===== config.mk =====
export PLATFORM = sky130hd
export DESIGN_NAME = mlc_core
export DESIGN_NICKNAME = d
export VERILOG_FILES = /design/src/logic/mlc_pkg.sv /design/src/logic/mlc_core.sv /design/src/logic/mlc_pick.sv
export SDC_FILE = /design/constraint.sdc
export NUM_CORES = 1
export LEC_CHECK = 0
export BUFFER_PORTS_ARGS = -buffer_cell sky130_fd_sc_hd__buf_4
export CAP_MARGIN = 20
export CORE_UTILIZATION = 60
export DETAILED_ROUTE_END_ITERATION = 16
export PLACE_DENSITY_LB_ADDON = 0.05
export SLEW_MARGIN = 10
export SYNTH_ARGS = -nofsm -noshare
export SYNTH_HDL_FRONTEND = slang
export SYNTH_SLANG_ARGS = --single-unit

===== constraint.sdc =====
create_clock -name clk_sys -period 5 [get_ports clk_sys]
set_input_delay 1 -clock clk_sys [delete_from_list [all_inputs] [get_ports clk_sys]]
set_output_delay 1 -clock clk_sys [all_outputs]
set_load 0.01 [all_outputs]

===== src/logic/mlc_pkg.sv =====
/*
   shared constants, types and helper functions of the multilevel request controller.
   assumes a cpu core that reports instruction boundaries, handler returns and sleep state.
*/
package mlc_pkg;

   // ************************************************************
   // sizes
   // ************************************************************
   localparam int N_SRC = 8;
   localparam int IDX_W = 3;

   // ************************************************************
   // register offsets
   // ************************************************************
   localparam logic [7:0] OFS_STATUS = 8'h00;
   localparam logic [7:0] OFS_LASTLO = 8'h01;
   localparam logic [7:0] OFS_CTRL   = 8'h02;
   localparam logic [7:0] OFS_FLAGS  = 8'h03;
   localparam logic [7:0] OFS_UNLOCK = 8'h04;
   localparam logic [7:0] OFS_NMIEN  = 8'h05;

   // ************************************************************
   // field positions
   // ************************************************************
   localparam int STAT_NMI = 7;
   localparam int STAT_HI  = 2;
   localparam int STAT_MED = 1;
   localparam int STAT_LO  = 0;
   localparam int CTRL_RR  = 7;
   localparam int CTRL_VS  = 6;
   localparam int CTRL_HI  = 2;
   localparam int CTRL_MED = 1;
   localparam int CTRL_LO  = 0;

   // ************************************************************
   // levels, vectors, signature
   // ************************************************************
   localparam logic [1:0]  LVL_OFF      = 2'h0;
   localparam logic [1:0]  LVL_LO       = 2'h1;
   localparam logic [1:0]  LVL_MED      = 2'h2;
   localparam logic [1:0]  LVL_HI       = 2'h3;
   localparam logic [15:0] RESET_VEC    = 16'h0000;
   localparam logic [15:0] VEC_BASE_OFS = 16'h0002;
   localparam logic [15:0] VEC_STRIDE   = 16'h0002;
   // arbitrary unlock signature value
   localparam logic [7:0]  UNLOCK_SIG   = 8'hA5;
   localparam logic [7:0]  RST_BYTE     = 8'h00;
   localparam logic [2:0]  RST_CNT      = 3'h0;

   // ************************************************************
   // timing in cpu clock cycles
   // ************************************************************
   localparam int         PC_BITS   = 16;
   localparam logic [2:0] PUSH_CYC  = 3'h2;
   localparam logic [2:0] JUMP_CYC  = 3'h3;
   localparam logic [2:0] WAKE_CYC  = 3'h5;
   localparam logic [2:0] BLOCK_CYC = 3'h4;
   localparam logic [2:0] RET_CYC   = (PC_BITS > 16) ? 3'h5 : 3'h4;

   // ************************************************************
   // types
   // ************************************************************
   typedef logic [N_SRC-1:0][1:0] mlc_lvl_arr_t;

   typedef enum logic [2:0] {ST_IDLE, ST_WAKE, ST_FINISH, ST_PUSH, ST_JUMP, ST_RET,
                             ST_GAP} mlc_state_t;

   typedef struct packed {
      logic rr_en;
      logic vsel;
      logic hi_en;
      logic med_en;
      logic lo_en;
   } mlc_ctrl_t;

   typedef struct packed {
      logic nmi;
      logic hi;
      logic med;
      logic lo;
   } mlc_exec_t;

   typedef struct packed {
      logic gie;
      logic insn_done;
      logic handler_return_instruction;
      logic sleeping;
      logic wake_ready;
   } mlc_cpu_t;

   typedef struct packed {
      logic             valid;
      logic             is_nmi;
      logic [IDX_W-1:0] idx;
      logic [15:0]      addr;
   } mlc_vec_t;

   // ************************************************************
   // functions
   // ************************************************************
   function automatic logic lvl_req(input logic [1:0] lvl, input logic [1:0] want,
                                    input mlc_ctrl_t c);
      logic en;
      en = (want == LVL_HI) ? c.hi_en : (want == LVL_MED) ? c.med_en : c.lo_en;
      return (lvl == want) && (want != LVL_OFF) && en;
   endfunction

   function automatic logic [1:0] exec_level(input mlc_exec_t e);
      return e.hi ? LVL_HI : e.med ? LVL_MED : e.lo ? LVL_LO : LVL_OFF;
   endfunction

endpackage

===== src/logic/mlc_core.sv =====
/*
   multilevel request controller core: pending flags, level arbitration, vector
   sequencing, handler return tracking and the software register port.
   assumes a cpu that pulses insn_done at instruction boundaries and handler_return_instruction on a return.
*/
// Strobed register access and the address map were left to the implementer.
//
// Summary of operation
// - a source event sets its pending flag whether or not the source is enabled
// - flags of auto-clear sources clear when their vector executes; others on access
// - writing one to a flag clears it; writing zero leaves it
// - requests behind higher priority work stay pending until they win
// - flags of disabled sources stay until enabled or cleared by software
// - flags stay while global enable is off, then are served by priority
// - correct unlock signature blocks acknowledgement for four cycles
// - enabled unmaskable requests ignore the global enable and never change it
// - nothing is acknowledged while an unmaskable handler executes
// - simultaneous unmaskable requests go lowest vector first
// - response takes three cycles: finish plus two push; jump takes three
// - a running multicycle instruction completes before vectoring
// - waking from sleep adds five cycles plus the start-up time
// - handler return takes four or five cycles by program counter width
// - each source gives a two-bit level: off, low, medium, high
// - higher levels preempt lower handlers, which resume after return
// - only the low level may use rotating order; others stay fixed
// - fixed order acknowledges the lowest pending vector of a level first
// - with rotation, the last acknowledged low vector becomes lowest priority
// - reset and vector base follow the boot fuse and vector select bit
// - status bit seven marks an unmaskable handler until its return
// - status bits two to zero mark executing levels, kept while preempted
// - per-level enable bits gate their levels, one cycle after clearing
// - rotating enable bit selects rotating or fixed low-level order
// - eight-bit register holds the last low vector; not reset by disabling rotation
// - one instruction runs between a return and the next acknowledgement
//
`timescale 1ns/100ps
module mlc_core (
   // clock, reset, enable
   input  wire logic                      clk_sys,
   input  wire logic                      resetn,
   input  wire logic                      ce,
   // register port
   input  wire logic [7:0]                reg_addr,
   input  wire logic [7:0]                reg_wdata,
   input  wire logic                      reg_wr,
   input  wire logic                      reg_rd,
   output logic [7:0]                     reg_rdata,
   // request sources
   input  wire logic [mlc_pkg::N_SRC-1:0] src_event,
   input  wire logic [mlc_pkg::N_SRC-1:0] src_is_nmi,
   input  wire logic [mlc_pkg::N_SRC-1:0] src_auto_clear,
   input  wire logic [mlc_pkg::N_SRC-1:0] src_access_clear,
   input  wire mlc_pkg::mlc_lvl_arr_t     src_level,
   // cpu side
   input  wire mlc_pkg::mlc_cpu_t         cpu,
   input  wire logic                      boot_reset_fuse,
   input  wire logic [15:0]               boot_reset_addr,
   output mlc_pkg::mlc_vec_t              vec,
   output logic [15:0]                    reset_address,
   output logic                           ret_done
);
   import mlc_pkg::*;

   typedef struct packed {
      logic [N_SRC-1:0] pend;
      logic [N_SRC-1:0] nmi_en;
      logic [7:0]       last_lo;
      mlc_ctrl_t        ctrl;
      mlc_exec_t        exec;
      mlc_state_t       st;
      logic [2:0]       cnt;
      logic [2:0]       blk;
      logic             sel_nmi;
      logic [1:0]       sel_lvl;
      logic [IDX_W-1:0] sel_idx;
      mlc_vec_t         vec;
      logic [15:0]      rst_addr;
      logic [7:0]       rdata;
      logic             ret_done;
   } mlc_regs_t;

   mlc_regs_t r_ff;
   mlc_regs_t nxt_r;

   // ************************************************************
   // request vectors per level
   // ************************************************************
   logic [N_SRC-1:0] req_nmi, req_hi, req_med, req_lo;
   logic             f_nmi, f_hi, f_med, f_lo;
   logic [IDX_W-1:0] i_nmi, i_hi, i_med, i_lo;
   logic [1:0]       cur_lvl;
   logic             take_ok, take, take_nmi;
   logic [1:0]       take_lvl;
   logic [IDX_W-1:0] take_idx;

   always_comb begin
      for (int i = 0; i < N_SRC; i++) begin
         // level and enable gating happens here, flags remain untouched
         req_nmi[i] = r_ff.pend[i] && src_is_nmi[i] && r_ff.nmi_en[i];
         req_hi[i]  = r_ff.pend[i] && !src_is_nmi[i] && lvl_req(src_level[i], LVL_HI, r_ff.ctrl);
         req_med[i] = r_ff.pend[i] && !src_is_nmi[i] && lvl_req(src_level[i], LVL_MED, r_ff.ctrl);
         req_lo[i]  = r_ff.pend[i] && !src_is_nmi[i] && lvl_req(src_level[i], LVL_LO, r_ff.ctrl);
      end
   end

   // fixed order for unmaskable, high and medium
   mlc_pick u_pick_nmi (.req(req_nmi), .rr_en(1'b0), .last(r_ff.last_lo), .found(f_nmi),
                        .idx(i_nmi));
   mlc_pick u_pick_hi  (.req(req_hi), .rr_en(1'b0), .last(r_ff.last_lo), .found(f_hi),
                        .idx(i_hi));
   mlc_pick u_pick_med (.req(req_med), .rr_en(1'b0), .last(r_ff.last_lo), .found(f_med),
                        .idx(i_med));
   // low level may rotate
   mlc_pick u_pick_lo  (.req(req_lo), .rr_en(r_ff.ctrl.rr_en), .last(r_ff.last_lo),
                        .found(f_lo), .idx(i_lo));

   // ************************************************************
   // arbitration
   // ************************************************************
   always_comb begin
      cur_lvl  = exec_level(r_ff.exec);
      // idle, no return pending, no unlock block, no unmaskable running
      take_ok  = ce && (r_ff.st == ST_IDLE) && !cpu.handler_return_instruction && (r_ff.blk == RST_CNT) &&
                 !r_ff.exec.nmi;
      // unmaskable requests skip the global enable
      take_nmi = take_ok && f_nmi;
      take     = 1'b0;
      take_lvl = LVL_OFF;
      take_idx = '0;
      if (take_nmi) begin
         take     = 1'b1;
         take_idx = i_nmi;
      end else if (take_ok && cpu.gie) begin
         // highest level above everything executing wins
         if (f_hi && (LVL_HI > cur_lvl)) begin
            take     = 1'b1;
            take_lvl = LVL_HI;
            take_idx = i_hi;
         end else if (f_med && (LVL_MED > cur_lvl)) begin
            take     = 1'b1;
            take_lvl = LVL_MED;
            take_idx = i_med;
         end else if (f_lo && (LVL_LO > cur_lvl)) begin
            take     = 1'b1;
            take_lvl = LVL_LO;
            take_idx = i_lo;
         end
      end
   end

   // ************************************************************
   // next state
   // ************************************************************
   always_comb begin
      logic [N_SRC-1:0] w1c;
      logic [N_SRC-1:0] vclr;
      logic [15:0]      base;
      w1c   = '0;
      vclr  = '0;
      base  = '0;
      nxt_r = r_ff;
      if (ce) begin
         nxt_r.vec.valid = 1'b0;
         nxt_r.ret_done  = 1'b0;
         nxt_r.rdata     = RST_BYTE;
         if (reg_wr && (reg_addr == OFS_FLAGS)) begin
            w1c = reg_wdata[N_SRC-1:0];
         end
         // reset placement follows the boot fuse
         nxt_r.rst_addr = boot_reset_fuse ? RESET_VEC : boot_reset_addr;
         base = r_ff.ctrl.vsel ? 16'(boot_reset_addr + VEC_BASE_OFS) : VEC_BASE_OFS;
         if (r_ff.blk != RST_CNT) begin
            nxt_r.blk = r_ff.blk - 3'h1;
         end
         if (reg_wr && (reg_addr == OFS_UNLOCK) && (reg_wdata == UNLOCK_SIG)) begin
            nxt_r.blk = BLOCK_CYC;
         end
         case (r_ff.st)
            ST_IDLE: begin
               if (cpu.handler_return_instruction && (r_ff.exec != '0)) begin
                  nxt_r.st  = ST_RET;
                  nxt_r.cnt = RET_CYC - 3'h1;
               end else if (take) begin
                  nxt_r.sel_nmi = take_nmi;
                  nxt_r.sel_lvl = take_lvl;
                  nxt_r.sel_idx = take_idx;
                  // the current instruction boundary counts as the finish cycle
                  if (cpu.sleeping) begin
                     nxt_r.st  = ST_WAKE;
                     nxt_r.cnt = WAKE_CYC - 3'h1;
                  end else if (cpu.insn_done) begin
                     nxt_r.st  = ST_PUSH;
                     nxt_r.cnt = PUSH_CYC - 3'h1;
                  end else begin
                     nxt_r.st = ST_FINISH;
                  end
               end
            end
            ST_WAKE: begin
               if (r_ff.cnt != RST_CNT) begin
                  nxt_r.cnt = r_ff.cnt - 3'h1;
               end else if (cpu.wake_ready) begin
                  nxt_r.st = ST_FINISH;
               end
            end
            ST_FINISH: begin
               if (cpu.insn_done) begin
                  nxt_r.st  = ST_PUSH;
                  nxt_r.cnt = PUSH_CYC - 3'h1;
               end
            end
            ST_PUSH: begin
               if (r_ff.cnt != RST_CNT) begin
                  nxt_r.cnt = r_ff.cnt - 3'h1;
               end else begin
                  // program counter stored, vector goes out
                  nxt_r.vec.valid  = 1'b1;
                  nxt_r.vec.is_nmi = r_ff.sel_nmi;
                  nxt_r.vec.idx    = r_ff.sel_idx;
                  nxt_r.vec.addr   = 16'(base + 16'(r_ff.sel_idx) * VEC_STRIDE);
                  vclr[r_ff.sel_idx] = src_auto_clear[r_ff.sel_idx];
                  if (r_ff.sel_nmi) begin
                     nxt_r.exec.nmi = 1'b1;
                  end else begin
                     case (r_ff.sel_lvl)
                        LVL_HI:  nxt_r.exec.hi  = 1'b1;
                        LVL_MED: nxt_r.exec.med = 1'b1;
                        default: nxt_r.exec.lo  = 1'b1;
                     endcase
                     if ((r_ff.sel_lvl == LVL_LO) && r_ff.ctrl.rr_en) begin
                        nxt_r.last_lo = 8'(r_ff.sel_idx);
                     end
                  end
                  nxt_r.st  = ST_JUMP;
                  nxt_r.cnt = JUMP_CYC - 3'h1;
               end
            end
            ST_JUMP: begin
               if (r_ff.cnt != RST_CNT) begin
                  nxt_r.cnt = r_ff.cnt - 3'h1;
               end else begin
                  nxt_r.st = ST_IDLE;
               end
            end
            ST_RET: begin
               if (r_ff.cnt != RST_CNT) begin
                  nxt_r.cnt = r_ff.cnt - 3'h1;
               end else begin
                  // the innermost handler is the one returning
                  if (r_ff.exec.nmi) begin
                     nxt_r.exec.nmi = 1'b0;
                  end else if (r_ff.exec.hi) begin
                     nxt_r.exec.hi = 1'b0;
                  end else if (r_ff.exec.med) begin
                     nxt_r.exec.med = 1'b0;
                  end else begin
                     nxt_r.exec.lo = 1'b0;
                  end
                  nxt_r.ret_done = 1'b1;
                  nxt_r.st       = ST_GAP;
               end
            end
            ST_GAP: begin
               if (cpu.insn_done) begin
                  nxt_r.st = ST_IDLE;
               end
            end
            default: nxt_r.st = ST_IDLE;
         endcase
         // new events win over every clear in the same cycle
         nxt_r.pend = (r_ff.pend & ~w1c & ~vclr & ~src_access_clear) | src_event;
         if (reg_wr) begin
            case (reg_addr)
               OFS_LASTLO: nxt_r.last_lo = reg_wdata;
               OFS_CTRL: begin
                  nxt_r.ctrl.rr_en  = reg_wdata[CTRL_RR];
                  nxt_r.ctrl.vsel   = reg_wdata[CTRL_VS];
                  nxt_r.ctrl.hi_en  = reg_wdata[CTRL_HI];
                  nxt_r.ctrl.med_en = reg_wdata[CTRL_MED];
                  nxt_r.ctrl.lo_en  = reg_wdata[CTRL_LO];
               end
               OFS_NMIEN: nxt_r.nmi_en = reg_wdata[N_SRC-1:0];
               default: ;
            endcase
         end
         if (reg_rd) begin
            case (reg_addr)
               OFS_STATUS: begin
                  nxt_r.rdata[STAT_NMI] = r_ff.exec.nmi;
                  nxt_r.rdata[STAT_HI]  = r_ff.exec.hi;
                  nxt_r.rdata[STAT_MED] = r_ff.exec.med;
                  nxt_r.rdata[STAT_LO]  = r_ff.exec.lo;
               end
               OFS_LASTLO: nxt_r.rdata = r_ff.last_lo;
               OFS_CTRL: begin
                  nxt_r.rdata[CTRL_RR]  = r_ff.ctrl.rr_en;
                  nxt_r.rdata[CTRL_VS]  = r_ff.ctrl.vsel;
                  nxt_r.rdata[CTRL_HI]  = r_ff.ctrl.hi_en;
                  nxt_r.rdata[CTRL_MED] = r_ff.ctrl.med_en;
                  nxt_r.rdata[CTRL_LO]  = r_ff.ctrl.lo_en;
               end
               OFS_FLAGS: nxt_r.rdata = r_ff.pend;
               OFS_NMIEN: nxt_r.rdata = r_ff.nmi_en;
               default:   nxt_r.rdata = RST_BYTE;
            endcase
         end
      end
   end

   // ************************************************************
   // state register
   // ************************************************************
   always_ff @(posedge clk_sys or negedge resetn) begin
      if (!resetn) begin
         nxt_r_reset: begin
            r_ff <= '0;
         end
      end else begin
         r_ff <= nxt_r;
      end
   end

   assign reg_rdata     = r_ff.rdata;
   assign vec           = r_ff.vec;
   assign reset_address = r_ff.rst_addr;
   assign ret_done      = r_ff.ret_done;
endmodule


===== src/logic/mlc_pick.sv =====
/*
   priority picker: lowest index first, or rotating start after the last grant.
   assumes a purely combinational use by the controller core.
*/
`timescale 1ns/100ps
module mlc_pick (
   // requests
   input  wire logic [mlc_pkg::N_SRC-1:0] req,
   input  wire logic                      rr_en,
   input  wire logic [7:0]                last,
   // result
   output logic                           found,
   output logic [mlc_pkg::IDX_W-1:0]      idx
);
   import mlc_pkg::*;

   // ************************************************************
   // search
   // ************************************************************
   always_comb begin
      logic [IDX_W-1:0] start;
      logic [IDX_W-1:0] j;
      start = '0;
      j     = '0;
      found = 1'b0;
      idx   = '0;
      // fixed order starts the walk just before index zero
      start = rr_en ? last[IDX_W-1:0] : IDX_W'(N_SRC - 1);
      for (int k = 1; k <= N_SRC; k++) begin
         j = IDX_W'(start + IDX_W'(k));
         if (!found && req[j]) begin
            found = 1'b1;
            idx   = j;
         end
      end
   end

endmodule


==> results of run 1 <==
sequential cells by signal, indices dropped and copies added (netlist names):
register       cells
reset_address     16
r_ff              48
ret_done           1
reg_rdata          8
vec               21
cells by family (layout without fill, tap and decap cells):
group                    after synthesis  count (layout)
AO/OA/AOI/OAI                        235             235
XOR/XNOR                              28              28
adder cells (fa/ha/maj)               11              11
buffers and inverters                135             205
flip-flops                            94              94
multiplexers                          40              40
AND/OR/NAND/NOR                      379             379
power breakdown:
part           leakage, nW  internal [W]  switching [W]
logic                 2.35      0.000298       0.000403
clock network        0.140      0.000349       0.000334
registers             1.23      0.000853       0.000141
total                 3.72       0.00150       0.000878
routing by layer:
| layer | vias up | GRT usage [%] |
|---|---|---|
| li1 | 3421 | - |
| met1 | 3626 | 46.30 |
| met2 | 405 | 59.56 |
| met3 | 75 | 5.506 |
| met4 | 0 | 15.67 |
| met5 | - | 0 |
stage by stage:
step | instance area, um2 | setup slack [ns] | instances | hold slack (ns)
6_report | 8564 | 1.081 | 1160 | 0.4879
5_1_grt | 8564 | 0.8446 | 1160 | 0.5141
4_1_cts | 8549 | 1.122 | 1159 | 0.4867
3_5_place_dp | 8257 | 1.157 | 1143 | 0.4725
3_3_place_gp | 8257 | 1.288 | 1143 | 0.4651
2_1_floorplan | 7533 | 1.706 | 922 | 0.4498
final cells by class:
class / count / area [um2] / area share (%)
Multi-Input combinational cell: 693 / 4461 / 52.08
Sequential cell: 94 / 2352 / 27.47
Timing Repair Buffer: 141 / 1066 / 12.45
Clock buffer: 9 / 225.2 / 2.630
Tap cell: 168 / 210.2 / 2.454
Inverter: 48 / 182.7 / 2.133
Clock inverter: 7 / 67.56 / 0.7889
worst reg2reg max path, delay by kind of cell, from the launching register on:
kind	cells	cell delay (ns)
flops	1	0.43
fa+ha+maj	1	0.48
xor+xnor	1	0.21
simple gates	2	0.48
compound gates	6	1.84
buf+inv	1	0.38
layout by cell type (no fill, tap or decap), types with 9 or more instances in the layout:
cell type	Yosys	final
nor2b_1	17	17
nand3b_1	11	11
buf_4	46	140
mux2i_1	12	12
mux2_2	20	20
and3_1	11	11
and2_1	11	11
ha_1	10	10
xor2_1	13	13
dfrtp_1	94	94
nand3_1	41	41
clkbuf_16	0	9
o211ai_1	12	12
o22ai_1	29	29
nor2_1	72	72
a21oi_1	42	42
nand2b_1	21	21
xnor2_1	12	12
a221oi_1	11	11
inv_1	47	47
o21ai_0	64	64
nand2_1	115	115
nor3_1	18	18
worst min path at each step:
stage                         startpoint              endpoint
global route        r_ff[52]$_DFFE_PN0P_  r_ff[52]$_DFFE_PN0P_
global placement      vec[5]$_DFFE_PN0P_    vec[5]$_DFFE_PN0P_
floorplan           r_ff[53]$_DFFE_PN0P_  r_ff[53]$_DFFE_PN0P_
detailed placement   vec[18]$_DFFE_PN0P_   vec[18]$_DFFE_PN0P_
finish                vec[0]$_DFFE_PN0P_    vec[0]$_DFFE_PN0P_
CTS                  vec[18]$_DFFE_PN0P_   vec[18]$_DFFE_PN0P_
==> impl_metrics.py, run 1 <==
metrics = {
    "status": {
        "status": "complete, no violations",
    },
    "floorplan": {
        "die_area_um2": 13010,
        "die_x_um": 114.1,
        "io-pin-count": 137,
        "core-area_um2": 12110,
        "num_rows": 40,
        "die_h_um": 114.1,
        "start_util_pct": 62.20,
    },
    "logic_synthesis": {
        "synthTopCellsByArea": "dfrtp_1 31%, nand2_1 5.7%, buf_4 4.6%",
        "async_reset_ff_share_pct": 100.0,
        "synth_top_family_by_area": "simple AND/OR/NAND/NOR gates",
        "synth_compound_area_share_pct": 20.76,
        "yosys.area_share.simple_pct": 25.84,
        "syn_area_per_cell_um2": 8.171,
        "synth-edff-count": 0,
        "netlist_area_um2": 7533,
        "synth_cells": 922,
        "synthAdderAreaFrac_pct": 1.927,
        "synth-xor-area-share_pct": 3.704,
        "yosysUniqueCellTypes": 86,
        "synth_seq_cells": 94,
        "syn-num-nets": 1024,
        "synth_common_cells": "115 x nand2_1, 94 x dfrtp_1, 72 x nor2_1",
        "synth_top_area_share_pct": 31.22,
        "seq_area_frac_synth_pct": 31.22,
        "synth.area.mux_share_pct": 6.976,
        "yosys_warnings": 0,
        "yosysMostFrequentCell": "nand2_1",
        "yosysTopAreaCell": "dfrtp_1",
        "yosys_most_used_dff": "dfrtp_1",
    },
    "critical_path": {
        "cp_slowest_cell": "a211oi_2",
        "regToRegEndpoint": "r_ff[57]$_DFFE_PN0P_",
        "crit_path_start_kind": "register",
        "crit_path_cell_trace": "nand2b_2 -> inv_1 -> ha_1 -> xnor2_4 -> nand3_2 -> a2111o_1 -> a211oi_2 -> a31o_1 -> a21o_4 -> a21oi_4 -> o2bb2ai_1",
        "arrival_ns": 4.17,
        "required_ns": 5.25,
        "path_buf_inv": 1,
        "r2r_slack_ns": 1.08,
        "cpLargestDelayFamily": "compound AO/OA/AOI/OAI gates",
        "cpPeakStageDelay_ns": 0.73,
        "endpoint": "r_ff[57]$_DFFE_PN0P_",
        "cp-end-kind": "register",
        "ff2ff_path_depth": 11,
        "crit_type": "register to register",
        "crit_cells": 11,
        "cp_max_fo": 21,
        "r2r-start": "r_ff[71]$_DFFE_PN0P_",
        "setup.worst_path.start": "r_ff[71]$_DFFE_PN0P_",
    },
    "global_routing": {
        "grtUsageTotal_pct": 35.80,
        "grt_pass1_vias": 7177,
        "antenna_found_initial": 0,
        "grt_overflow": 0,
        "grt_max_degree": 78,
        "grt_pass1_wl_mm": 36.27,
    },
    "sta": {
        "worst_pin_slew_ns": 0.9175,
        "hold_viol": 0,
        "finalSetupTns_ns": 0,
        "rsz0062_at_grt": "no",
        "slew_headroom_pct": 38.27,
        "post-route-min-period_ns": 3.919,
        "period_share_pct": 78.39,
        "timing.final.setup_violations": 0,
        "clock_skew_ns": 0.01561,
        "fmax_mhz": 255.1,
        "drv_slew": 0,
    },
    "detailed_routing": {
        "wl_met1_mm": 9.447,
        "drt_iter0_drc": 716,
        "top_layer": "met4",
        "ant_nets": 0,
        "route.detailed.drc": 0,
        "met2WireLength_mm": 11.16,
        "wl_per_cell_um": 19.85,
        "dr_total_vias": 7527,
        "wl_met3_mm": 1.691,
        "wl_mm": 23.03,
        "dr.pass1.iters": 6,
        "vias_per_cell": 6.489,
    },
    "cts": {
        "cts.repair.resized": 0,
        "cts_buffers": 9,
        "cts_hold_buf": 0,
        "cts_max_path_buffers": 2,
        "clock-root-buffer": "clkbuf_16",
        "htreeDepth": 3,
        "cts_setup_buffers": 0,
        "cts_tree": "done",
        "cts.sinks": 94,
        "cts.reportedPaths.clkPinSlew_ns": 0.08,
        "insertion_delay_ns": 0.36,
    },
    "placed_design": {
        "dp_hpwl_mm": 17.32,
        "place_congestion": 0.9870,
        "io_buffers": 136,
    },
    "cells_and_area": {
        "num_antenna_cells": 0,
        "layout-drive-gt1-share_pct": 21.57,
        "final_core_util_pct": 70.71,
        "area_delta_synth_final_pct": 13.69,
        "nets": 1089,
        "fill_cells": 935,
    },
    "power_and_ir_drop": {
        "finalPower_w": 0.002378,
        "p_per_area_nw_per_um2": 277.7,
        "vdd_ir_drop_max_mv": 0.3018,
        "power_leakage_nw": 3.724,
    },
    "worst_hold_path": {
        "min_path_type": "register to register",
        "hold_depth": 2,
    },
    "flow_run": {
        "maxCapViolCount": 0,
    },
}
(Power assumes the default switching activity.)
==> run 2, diff against run 1 <==
CORE_UTILIZATION = 57   (was 60)
clock period = 3.8 ns   (was 5 ns; I/O delays follow)
==> run 2 against run 1 <==
Compared with the run above: register-to-register slack worse by 0.57 ns; sequential power is 32% higher; critical path depth decreased by 1; sequential cell count unchanged; power up 35%; critical path type unchanged.
==> impl_metrics.py, run 2 (synthesis gave the netlist of run 1 again) <==
metrics = {
    "cells_and_area": {
        "num_antenna_cells": 0,
        "registers.top_by_ff_count": "r_ff",
        "layout-drive-gt1-share_pct": 22.04,
        "nets": 1095,
        "fin_area_um2": 8645,
        "stdcell_count": 1170,
        "multi_input_area_um2": 4461,
        "area_delta_synth_final_pct": 14.75,
        "final_cell_mix": "147 x buf_4, 115 x nand2_1, 94 x dfrtp_1",
        "largest_register_ffs": 48,
        "layout_commonest_cell": "buf_4",
        "fill_cells": 1089,
        "seq_area_um2": 2352,
    },
    "floorplan": {
        "num_rows": 41,
        "die_x_um": 117.0,
        "die_area_um2": 13680,
        "io-pin-count": 137,
        "start_util_pct": 58.98,
        "core-area_um2": 12770,
        "die_h_um": 117.0,
    },
    "sta": {
        "finalSetupTns_ns": 0,
        "hold_viol": 0,
        "clock_skew_ns": 0.004862,
        "timing.final.setup_violations": 0,
        "slew_headroom_pct": 50.95,
        "drv_slew": 0,
        "post-route-min-period_ns": 3.290,
        "fmax_mhz": 303.9,
        "worst_pin_slew_ns": 0.7290,
        "rsz0062_at_grt": "no",
        "period_share_pct": 86.59,
    },
    "cts": {
        "cts_buffers": 9,
        "clock-root-buffer": "clkbuf_16",
        "cts_hold_buf": 0,
        "insertion_delay_ns": 0.35,
        "cts.sinks": 94,
        "cts_tree": "done",
        "cts_max_path_buffers": 2,
        "cts.reportedPaths.clkPinSlew_ns": 0.07,
        "cts_setup_buffers": 0,
        "cts.repair.resized": 0,
        "htreeDepth": 3,
    },
    "global_routing": {
        "grt_pass1_wl_mm": 34.06,
        "top_usage_layer": "met2",
        "grt_overflow": 0,
        "met1_usage_pct": 44.90,
        "met2_usage_pct": 51.60,
        "grtUsageTotal_pct": 32.81,
        "grt_pass1_vias": 6552,
        "grt_max_degree": 65,
        "antenna_found_initial": 0,
        "met3_usage_pct": 5.510,
    },
    "critical_path": {
        "cp_max_fo": 21,
        "cpPeakStageDelay_ns": 0.48,
        "cp-end-kind": "register",
        "crit_path_start_kind": "register",
        "crit_path_cell_trace": "nand2b_2 -> ha_1 -> inv_1 -> xnor2_1 -> mux4_2 -> mux2_2 -> and4_1 -> a311o_1 -> a21oi_1 -> o21ai_1",
        "cp_slowest_cell": "dfrtp_1",
        "arrival_ns": 3.53,
        "required_ns": 4.04,
        "crit_type": "register to register",
    },
    "detailed_routing": {
        "ant_nets": 0,
        "wl_per_cell_um": 18.67,
        "drt_iter0_drc": 658,
        "wl_mm": 21.85,
        "route.detailed.drc": 0,
        "dr_total_vias": 7204,
        "dr.pass1.iters": 6,
        "vias_per_cell": 6.157,
    },
    "power_and_ir_drop": {
        "p_per_area_nw_per_um2": 372.3,
        "vdd_ir_drop_max_mv": 0.3193,
        "power_leakage_nw": 3.774,
    },
    "placed_design": {
        "io_buffers": 136,
        "dp_hpwl_mm": 16.86,
        "dp_cells": 1154,
        "place_congestion": 0.9262,
        "postPlaceCellArea_um2": 8314,
    },
    "worst_hold_path": {
        "min_path_type": "input port to asynchronous set/reset pin",
    },
    "status": {
        "status": "complete, no violations",
    },
    "flow_run": {
        "maxCapViolCount": 0,
    },
}
==> run 2: layout make-up <==
cell class	instances	area share, %
multi-input combinational	693	51.60
sequential	94	27.21
timing repair buffer	147	12.77
inverter	48	2.113
tap	172	2.490
clock buffer	10	2.765
clock inverter	6	1.057
==> run 2: routing by layer <==
metal,vias to the layer above,share of wire (%)
met5,-,0
met4,0,3.3
met3,56,7.5
met2,319,46
met1,3389,44
li1,3440,-
==> run 2: worst max-delay path: cells and delay by family, from the launching register on <==
kind,cells,cell delay (ns)
buffers and inverters,1,0.14
muxes,2,0.72
xor gates and xnor gates,1,0.32
and+or+nand+nor,2,0.56
adders and majority gates,1,0.39
AOI/OAI and AO/OA,3,0.54
DFF,1,0.48
==> run 2: power breakdown <==
group	leakage [nW]	switching, W	internal (W)
Clock	0.163	0.000404	0.000599
Combinational	2.38	0.000516	0.000393
Sequential	1.23	0.000183	0.00112
Total	3.77	0.00110	0.00212
==> run 2: path summary, 6_finish.rpt <==
path | from | endpoint | slack, ns | cells after the start
min | resetn | reg_rdata[3]$_DFFE_PN0P_ | 0.44 | 1
min in group clk_sys | vec[3]$_DFFE_PN0P_ | vec[3]$_DFFE_PN0P_ | 0.48 | 2
min reg2reg | vec[3]$_DFFE_PN0P_ | vec[3]$_DFFE_PN0P_ | 0.48 | 2
max in group asynchronous | resetn | vec[17]$_DFFE_PN0P_ | 2.59 | 2
max reg2reg | r_ff[69]$_DFFE_PN0P_ | r_ff[47]$_DFFE_PN0P_ | 0.51 | 10
max | r_ff[69]$_DFFE_PN0P_ | r_ff[47]$_DFFE_PN0P_ | 0.51 | 10
==> run 2: through the flow <==
step,utilization (%),hold WS (ns),setup slack (ns),power (W)
finish,67.68,0.4421,0.5095,0.003219
global route,67.68,0.5006,0.3370,0.003393
CTS,67.68,0.4729,0.5616,0.003215
detailed placement,65.09,0.4712,0.5128,0.002217
global placement,65.09,0.4625,0.5981,0.002198
floorplan,-,0.4498,0.7465,0.001913
